File: src/verilog/scd_pkg.sv
package scd_pkg;
    // serial word layout
    localparam int WORD_W = 24;

    // address codes, longest first in the decoder
    localparam logic [5:0] ADDR_TEST = 6'h1F;
    localparam logic [4:0] ADDR_IFR = 5'h0F;
    localparam logic [3:0] ADDR_IFN = 4'h7;
    localparam logic [2:0] ADDR_BW = 3'h3;

    // loop-bandwidth and oscillator current word fields
    localparam int BANDWIDTH_DURATION_LSB = 22;
    localparam int BW_CRIT_LSB = 20;
    localparam int BANDWIDTH_ENABLE_POS = 19;
    localparam int OSC_CUR_LSB = 3;

    // if n counter word fields
    localparam int IF_SWALLOW_LSB = 13;
    localparam int IF_PROG_LSB = 4;

    // if reference divider word field
    localparam int IF_REF_LSB = 5;

    // test word data field
    localparam int TEST_LSB = 6;
    localparam int TEST_W = 18;

    // reset values, the recommended settings
    localparam logic [1:0] RST_BANDWIDTH_DURATION = 2'h0;
    localparam logic [1:0] RST_BW_CRIT = 2'h0;
    localparam logic RST_BANDWIDTH_ENABLE = 1'b1;
    localparam logic [1:0] RST_OSC_CUR = 2'h3;
    localparam logic [17:0] RST_TEST = 18'h20000;

    // multiplier of the programmable count in the if divide ratio
    localparam int IF_PRESCALE = 16;

    // controller timing: one tick per microsecond at 100 MHz
    localparam int CLK_MHZ = 100;
    localparam int TICK_NS = 1000;
    localparam int TICK_CYC = (TICK_NS * CLK_MHZ) / 1000;
    localparam int DUR_STEP_US = 8;

    typedef enum logic {
        SCD_BW_IDLE,
        SCD_BW_RUN
    } scd_bw_state_e;
endpackage

File: src/verilog/scd_word_if.sv
`timescale 1ns/1ps
// carries one received serial word from the shifter to the decoder
interface scd_word_if;
    logic [scd_pkg::WORD_W-1:0] word;
    logic word_valid;

    modport src (output word, output word_valid);
    modport dst (input word, input word_valid);
endinterface
File: src/verilog/scd_config_decoder.sv
`timescale 1ns/1ps
// Operation
// - words ending in 011 load the loop-bandwidth and oscillator current register
// - duration code 00 gives shortest controller run, 11 longest
// - criterion code 00 allows largest phase offset, 11 smallest
// - controller stops once phase difference is inside the criterion
// - bandwidth enable: 0 disables controller, 1 runs it while locking
// - two-bit oscillator current, 00 minimum, 11 maximum
// - words ending in 0111 load the if n counter register
// - if n counts apply only while default select is 0
// - swallow count is a 4-bit preset, 0 to 15
// - programmable count is a 9-bit preset, host keeps it 1 to 511
// - if ratio is 16 times programmable plus swallow; host keeps swallow smaller
// - reference count is a 9-bit preset, host keeps it 2 to 511
// - words ending in 01111 load reference count, used only when default select is 0
// - words ending in 011111 load the test word, used only when default select is 0
module scd_config_decoder #(
    parameter int PHASE_W = 8,
    parameter logic [3:0] DEF_SWALLOW = 4'h0,
    parameter logic [8:0] DEF_PROG = 9'h001,
    parameter logic [8:0] DEF_REF = 9'h002
) (
    input wire logic I_REF_CLK,
    input wire logic I_SYS_RST,
    input wire logic I_SER_CLK,
    input wire logic I_SER_DATA,
    input wire logic I_LATCH_ENABLE,
    input wire logic I_DEFAULT_SELECT,
    input wire logic I_LOCK_START,
    input wire logic [PHASE_W-1:0] I_PHASE_DIFF,
    output logic [1:0] O_BANDWIDTH_DURATION,
    output logic [1:0] O_PHASE_CRITERION,
    output logic O_BANDWIDTH_ENABLE,
    output logic [1:0] O_OSC_DYNAMIC_CURRENT,
    output logic O_BW_CTRL_ACTIVE,
    output logic [3:0] O_IF_SWALLOW,
    output logic [8:0] O_IF_PROG,
    output logic [8:0] O_IF_REF,
    output logic [12:0] O_IF_DIV_RATIO,
    output logic O_TEST_ACTIVE
);
    if (PHASE_W < 4 || PHASE_W > 16) begin : g_chk_phase
        $error("PHASE_W must lie within 4 to 16");
    end
    if (DEF_PROG == 9'h000 || DEF_REF < 9'h002) begin : g_chk_def
        $error("default counts out of range");
    end

    localparam logic [15:0] DUR_STEP_TICKS = 16'(scd_pkg::DUR_STEP_US);

    scd_word_if wbus ();

    scd_shifter u_shifter (
        .i_clk(I_REF_CLK),
        .i_rst(I_SYS_RST),
        .i_ser_clk(I_SER_CLK),
        .i_ser_data(I_SER_DATA),
        .i_latch_enable(I_LATCH_ENABLE),
        .wout(wbus)
    );

    logic [1:0] bandwidth_duration_ff;
    logic [1:0] bw_crit_ff;
    logic bandwidth_enable_ff;
    logic [1:0] osc_cur_ff;
    logic [3:0] swallow_ff;
    logic [8:0] prog_ff;
    logic [8:0] ref_ff;
    logic [scd_pkg::TEST_W-1:0] test_ff;
    logic [23:0] w;

    assign w = wbus.word;

    // phase threshold: widest at code 00, halved per step toward 11
    function automatic logic [PHASE_W-1:0] crit_limit(input logic [1:0] code);
        logic [PHASE_W-1:0] full;
        full = '1;
        crit_limit = full >> code;
    endfunction

    // run length in ticks grows with the duration code
    function automatic logic [15:0] dur_ticks(input logic [1:0] code);
        dur_ticks = DUR_STEP_TICKS * (16'h0001 + {14'h0000, code});
    endfunction

    // address decode, longest code wins so shorter codes never alias
    always_ff @(posedge I_REF_CLK or posedge I_SYS_RST) begin
        if (I_SYS_RST) begin
            bandwidth_duration_ff <= scd_pkg::RST_BANDWIDTH_DURATION;
            bw_crit_ff <= scd_pkg::RST_BW_CRIT;
            bandwidth_enable_ff <= scd_pkg::RST_BANDWIDTH_ENABLE;
            osc_cur_ff <= scd_pkg::RST_OSC_CUR;
            swallow_ff <= DEF_SWALLOW;
            prog_ff <= DEF_PROG;
            ref_ff <= DEF_REF;
            test_ff <= scd_pkg::RST_TEST;
        end else if (wbus.word_valid) begin
            if (w[5:0] == scd_pkg::ADDR_TEST) begin
                test_ff <= w[scd_pkg::TEST_LSB +: scd_pkg::TEST_W];
            end else if (w[4:0] == scd_pkg::ADDR_IFR) begin
                ref_ff <= w[scd_pkg::IF_REF_LSB +: 9];
            end else if (w[3:0] == scd_pkg::ADDR_IFN) begin
                swallow_ff <= w[scd_pkg::IF_SWALLOW_LSB +: 4];
                prog_ff <= w[scd_pkg::IF_PROG_LSB +: 9];
            end else if (w[2:0] == scd_pkg::ADDR_BW) begin
                bandwidth_duration_ff <= w[scd_pkg::BANDWIDTH_DURATION_LSB +: 2];
                bw_crit_ff <= w[scd_pkg::BW_CRIT_LSB +: 2];
                bandwidth_enable_ff <= w[scd_pkg::BANDWIDTH_ENABLE_POS];
                osc_cur_ff <= w[scd_pkg::OSC_CUR_LSB +: 2];
            end
        end
    end

    // register fields to the analog side
    always_ff @(posedge I_REF_CLK or posedge I_SYS_RST) begin
        if (I_SYS_RST) begin
            O_BANDWIDTH_DURATION <= scd_pkg::RST_BANDWIDTH_DURATION;
            O_PHASE_CRITERION <= scd_pkg::RST_BW_CRIT;
            O_BANDWIDTH_ENABLE <= scd_pkg::RST_BANDWIDTH_ENABLE;
            O_OSC_DYNAMIC_CURRENT <= scd_pkg::RST_OSC_CUR;
        end else begin
            O_BANDWIDTH_DURATION <= bandwidth_duration_ff;
            O_PHASE_CRITERION <= bw_crit_ff;
            O_BANDWIDTH_ENABLE <= bandwidth_enable_ff;
            O_OSC_DYNAMIC_CURRENT <= osc_cur_ff;
        end
    end

    // default select high forces built-in counts and hides the test word
    always_ff @(posedge I_REF_CLK or posedge I_SYS_RST) begin
        if (I_SYS_RST) begin
            O_IF_SWALLOW <= DEF_SWALLOW;
            O_IF_PROG <= DEF_PROG;
            O_IF_REF <= DEF_REF;
            O_IF_DIV_RATIO <= 13'(scd_pkg::IF_PRESCALE) * {4'h0, DEF_PROG} + {9'h000, DEF_SWALLOW};
            O_TEST_ACTIVE <= 1'b0;
        end else if (I_DEFAULT_SELECT) begin
            O_IF_SWALLOW <= DEF_SWALLOW;
            O_IF_PROG <= DEF_PROG;
            O_IF_REF <= DEF_REF;
            O_IF_DIV_RATIO <= 13'(scd_pkg::IF_PRESCALE) * {4'h0, DEF_PROG} + {9'h000, DEF_SWALLOW};
            O_TEST_ACTIVE <= 1'b0;
        end else begin
            O_IF_SWALLOW <= swallow_ff;
            O_IF_PROG <= prog_ff;
            O_IF_REF <= ref_ff;
            // no guard for swallow above programmable: the host owns that range
            O_IF_DIV_RATIO <= 13'(scd_pkg::IF_PRESCALE) * {4'h0, prog_ff} + {9'h000, swallow_ff};
            O_TEST_ACTIVE <= (test_ff != scd_pkg::RST_TEST);
        end
    end

    // microsecond tick enable from the reference clock
    logic [7:0] tick_cnt_ff;
    logic tick_ff;
    always_ff @(posedge I_REF_CLK or posedge I_SYS_RST) begin
        if (I_SYS_RST) begin
            tick_cnt_ff <= 8'h00;
            tick_ff <= 1'b0;
        end else if (tick_cnt_ff == 8'(scd_pkg::TICK_CYC - 1)) begin
            tick_cnt_ff <= 8'h00;
            tick_ff <= 1'b1;
        end else begin
            tick_cnt_ff <= tick_cnt_ff + 8'h01;
            tick_ff <= 1'b0;
        end
    end

    // bandwidth controller: runs during locking until phase settles or time ends
    scd_pkg::scd_bw_state_e bw_state_ff;
    logic [15:0] bw_ticks_ff;
    always_ff @(posedge I_REF_CLK or posedge I_SYS_RST) begin
        if (I_SYS_RST) begin
            bw_state_ff <= scd_pkg::SCD_BW_IDLE;
            bw_ticks_ff <= 16'h0000;
            O_BW_CTRL_ACTIVE <= 1'b0;
        end else begin
            case (bw_state_ff)
                scd_pkg::SCD_BW_IDLE: begin
                    if (I_LOCK_START && bandwidth_enable_ff) begin
                        bw_state_ff <= scd_pkg::SCD_BW_RUN;
                        bw_ticks_ff <= dur_ticks(bandwidth_duration_ff);
                        O_BW_CTRL_ACTIVE <= 1'b1;
                    end
                end
                scd_pkg::SCD_BW_RUN: begin
                    if (!bandwidth_enable_ff || I_PHASE_DIFF <= crit_limit(bw_crit_ff) || bw_ticks_ff == 16'h0000) begin
                        bw_state_ff <= scd_pkg::SCD_BW_IDLE;
                        O_BW_CTRL_ACTIVE <= 1'b0;
                    end else if (tick_ff) begin
                        bw_ticks_ff <= bw_ticks_ff - 16'h0001;
                    end
                end
                default: begin
                    bw_state_ff <= scd_pkg::SCD_BW_IDLE;
                    O_BW_CTRL_ACTIVE <= 1'b0;
                end
            endcase
        end
    end
endmodule

File: src/verilog/scd_shifter.sv
`timescale 1ns/1ps
// shifts the three-wire stream in msb first and hands over the word on latch rise
module scd_shifter (
    input wire logic i_clk,
    input wire logic i_rst,
    input wire logic i_ser_clk,
    input wire logic i_ser_data,
    input wire logic i_latch_enable,
    scd_word_if.src wout
);
    logic ser_clk_d_ff;
    logic latch_d_ff;
    logic [scd_pkg::WORD_W-1:0] shift_ff;
    logic [scd_pkg::WORD_W-1:0] word_ff;
    logic valid_ff;

    // edge history; pins are already synchronous to the clock
    always_ff @(posedge i_clk or posedge i_rst) begin
        if (i_rst) begin
            ser_clk_d_ff <= 1'b0;
            latch_d_ff <= 1'b0;
        end else begin
            ser_clk_d_ff <= i_ser_clk;
            latch_d_ff <= i_latch_enable;
        end
    end

    // shift on each rising serial clock, newest bit into the lsb
    always_ff @(posedge i_clk or posedge i_rst) begin
        if (i_rst) begin
            shift_ff <= '0;
        end else if (i_ser_clk && !ser_clk_d_ff) begin
            shift_ff <= {shift_ff[scd_pkg::WORD_W-2:0], i_ser_data};
        end
    end

    // capture on latch rise; the last 24 bits shifted form the word
    always_ff @(posedge i_clk or posedge i_rst) begin
        if (i_rst) begin
            word_ff <= '0;
            valid_ff <= 1'b0;
        end else begin
            valid_ff <= i_latch_enable && !latch_d_ff;
            if (i_latch_enable && !latch_d_ff) begin
                word_ff <= shift_ff;
            end
        end
    end

    assign wout.word = word_ff;
    assign wout.word_valid = valid_ff;
endmodule

File: config.mk
export PLATFORM = sky130hd
export DESIGN_NAME = scd_config_decoder
export DESIGN_NICKNAME = d
export VERILOG_FILES = /design/src/verilog/scd_pkg.sv /design/src/verilog/scd_word_if.sv /design/src/verilog/scd_config_decoder.sv /design/src/verilog/scd_shifter.sv
export SDC_FILE = /design/constraint.sdc
export NUM_CORES = 1
export LEC_CHECK = 0
export ABC_AREA = 1
export ABC_CLOCK_PERIOD_IN_PS = 5900
export BUFFER_PORTS_ARGS = -buffer_cell sky130_fd_sc_hd__buf_2
export CORE_MARGIN = 2
export CORE_UTILIZATION = 25
export CTS_CLUSTER_SIZE = 30
export DETAILED_ROUTE_END_ITERATION = 12
export GPL_TIMING_DRIVEN = 0
export PLACE_DENSITY = 0.45
export SLEW_MARGIN = 20
export SYNTH_ARGS = -nofsm -noshare
export SYNTH_HDL_FRONTEND = slang
export SYNTH_SLANG_ARGS = --single-unit
File: constraint.sdc
create_clock -name I_REF_CLK -period 5.9 [get_ports I_REF_CLK]
set_input_delay 0.59 -clock I_REF_CLK [delete_from_list [all_inputs] [get_ports I_REF_CLK]]
set_output_delay 0.59 -clock I_REF_CLK [all_outputs]
set_load 0.005 [all_outputs]
==> results by group <==
Outcome
  • Outcome: finished clean

Place
  • Final Wtd Congestion: 0.788
  • Placed wire-length estimate: 9770 µm
  • # port buffers: 58

Clock network
  • Clock-pin slew on the worst setup and hold paths: 70 ps
  • Clock Sinks: 155
  • Clk buf depth: 2
  • Htree depth: 4
  • Clk root buf: clkbuf_16
  • Clk Latency, worst-skew pair: 430 ps
  • Total CTS buffers: 17
  • Postcts setup bufs: 0
  • CTS tree: yes
  • Resize count post-CTS: 0
  • CTS Hold Buffers Added: 0

Yosys
  • Synth cell types: 35
  • Synthesized area: 0.00644 mm²
  • Post-synthesis sequential area ratio: 0.604
  • Most frequent cell after synthesis: nand2_1
  • Synth Register Bits: 155
  • Leading area contributor after synthesis: dfrtp_1
  • Synth warnings: 0
  • Post-synth ARST share: 1.00
  • EDFF count, synth: 0
  • Synth area leaders: dfrtp_1 56%, nand2_1 8.8%, o21ai_0 6.3%, inv_1 5.1%, dfstp_2 4.5%
  • Mapped Cells: 700
  • Synth top area share: 0.559
  • Mapped Nets: 722
  • Ys flop type: dfrtp_1
  • Synth cell count leaders: 151 x nand2_1, 144 x dfrtp_1, 87 x inv_1, 81 x o21ai_0, 76 x nor2_1
  • Avg Synthesized Cell Area: 9.20 µm²

Pwr
  • NetSw: 1.14 mW
  • Comb pwr share: 0.230
  • PwrDens: 420 mW/mm²
  • P_int: 2.14 mW
  • Reg power frac: 0.428
  • Max VDD drop: 0.191 mV
  • Net Sw Frac: 0.348
  • Power after layout: 3.28 mW
  • Clk pwr share: 0.342
  • Pleak: 3.94 nW

STA
  • Tightest Pin Transition: 622 ps
  • Tcrit/Tclk final: 0.346
  • Setup violators final: 0
  • Final min period: 2040 ps
  • Max Slew Vio Count: 0
  • Skew final: 11.6 ps
  • Maximum achievable frequency: 490 MHz
  • RSZ-0062 raised after global routing: false
  • Final hold vios: 0
  • Total negative slack: 0 ps
  • Max-slew headroom: 0.582

Run
  • Max-Cap Viols: 0

Finish
  • Final Util: 0.309
  • Area growth syn-to-layout: 21.2%
  • N_diodes: 0
  • Total Nets Final: 800
  • Share of cells above drive strength 1: 0.190

Critical path
  • Worst setup EP type: register
  • WP data arrival: 2350 ps
  • Worst path required time: 6210 ps
  • Most frequent CP cell: nand3_1
  • Setup CP Type: register to register
  • CP max stage delay: 430 ps
  • CP Launch Type: register
  • CP Cell Sequence: or2_2, ha_1, nand3_1, nand3_1, nand2_1, nor2_4, nand4_4, buf_6, nand3_1, nand2_1
  • CP max FO: 10
  • Critical path's slowest cell: dfrtp_1

GRT
  • Initial antenna violation count: 0
  • Overflow left after global routing: 0
  • Vias in the first global route: 4739
  • Total GRT Usage: 0.115
  • Largest net degree at the start of global routing: 102
  • First-pass GRT wire length: 24300 µm

Drt
  • Final WL: 14200 µm
  • Routed Antenna Nets: 0
  • Vias: 4597
  • Mean number of vias per cell: 4.10
  • Routed wire length per instance: 12.6 µm
  • Post-route DRC: 0
  • DRT Pass-1 Iters: 4
  • 1st-iter DRT viols: 245

Floorplan
  • I/O pins: 59
  • Die Ht: 165 µm
  • Cell Rows: 58
  • Die Width: 165 µm
  • Die Area: 0.0271 mm²
  • Initial Util: 0.255
  • Total core area: 0.0253 mm²

Hold path
  • Hold Path Class: input port to async pin
-- power groups by stage --
| stage | clock [mW] | sequential (mW) | combinational, mW |
|---|---|---|---|
| 3_5_place_dp | 0 | 1.42 | 0.766 |
| 4_1_cts | 1.15 | 1.41 | 0.768 |
| 6_report | 1.12 | 1.40 | 0.753 |
| 5_1_grt | 1.19 | 1.43 | 0.896 |
| 3_3_place_gp | 0 | 1.42 | 0.756 |
| 2_1_floorplan | 0 | 1.40 | 0.553 |
-- worst max-delay path, delay by kind of cell (launching register included) --
family	cells	cell delay (ps)
and+or+nand+nor	8	980
DFF	1	430
adders and majority gates	1	310
buffers and inverters	1	190
-- logic make-up after synthesis --
kind of cell,share of synthesized area
compound gates,0.0829
xor+xnor,0.00816
fa+ha+maj,0.0136
simple gates,0.206
mux,0.00175
buf+inv,0.0837
flops,0.604
-- path summary, 6_finish.rpt --
kind	from	to	slack, ps	depth (start not counted)
max	bw_crit_ff[0]$_DFFE_PP0P_	bw_ticks_ff[8]$_DFFE_PP0P_	3860	10
min	I_SYS_RST	O_IF_DIV_RATIO[2]$_DFF_PP0_	170	2
max reg2reg	bw_crit_ff[0]$_DFFE_PP0P_	bw_ticks_ff[8]$_DFFE_PP0P_	3860	10
min reg2reg	osc_cur_ff[1]$_DFFE_PP1P_	O_OSC_DYNAMIC_CURRENT[1]$_DFF_PP1_	370	0
max in group asynchronous	I_SYS_RST	O_IF_REF[1]$_DFF_PP1_	4900	3
min in group I_REF_CLK	I_SER_CLK	u_shifter.ser_clk_d_ff$_DFF_PP0_	280	1
-- metrics by stage --
step                setup slack [ps]  cells  hold WS (ps)  instance area (µm²)
floorplan                       1150    700           354                 6440
global placement                -995   1088           358                 7140
detailed placement              3870   1089           358                 7180
CTS                             3830   1121           178                 7810
global route                    3660   1121           201                 7810
finish                          3860   1121           173                 7810
-- cells in the final DEF, fill, tap and decap left out, types with 2 or more instances in the layout --
cell type  netlist  routed
dfstp_2         11      11
ha_1             7       7
xnor2_1          3       3
nand2_1        151     151
nand3_1         40      40
nor3_1           8       8
buf_4           13      13
nand2_2          2       2
clkbuf_16        0      17
clkbuf_1        12      12
inv_1           87      86
nor2_2           7       7
inv_8            0       5
nor2_4           2       2
clkinv_8         0       8
nand4_1          2       2
buf_6            2       2
nor2_1          76      76
a21oi_1         15      15
or2_2            4       4
nand4_4          2       2
inv_6            0       2
buf_2            7      65
xor2_1           3       3
o21ai_1          6       6
nand3_2          4       4
o21ai_0         81      81
dfrtp_1        144     144
-- state kept, by name (all words and copies together), names as in the netlist, 2 cells and up --
signal,cells
bandwidth_duration_ff,2
bw_ticks_ff,16
O_IF_REF,9
tick_cnt_ff,8
O_IF_DIV_RATIO,13
swallow_ff,4
bw_crit_ff,2
O_OSC_DYNAMIC_CURRENT,2
u_shifter.wout.word,24
O_BANDWIDTH_DURATION,2
test_ff,18
prog_ff,9
u_shifter.shift_ff,24
osc_cur_ff,2
ref_ff,9
O_PHASE_CRITERION,2
-- per-layer routing --
| layer | track usage | routed length [µm] |
|---|---|---|
| met4 | 0.0387 | 180 |
| met2 | 0.189 | 6740 |
| met5 | 0 | 0 |
| met1 | 0.151 | 6890 |
| met3 | 0.0246 | 356 |
-- cell type report --
cell class	instances	area, µm²
inverter	88	338
multi-input combinational	421	2010
sequential	155	3890
clock buffer	17	425
tap	330	413
buffer	36	209
clock inverter	15	201
timing repair buffer	59	318
fill	2692	17400
Power figures use the tool's default switching activity.
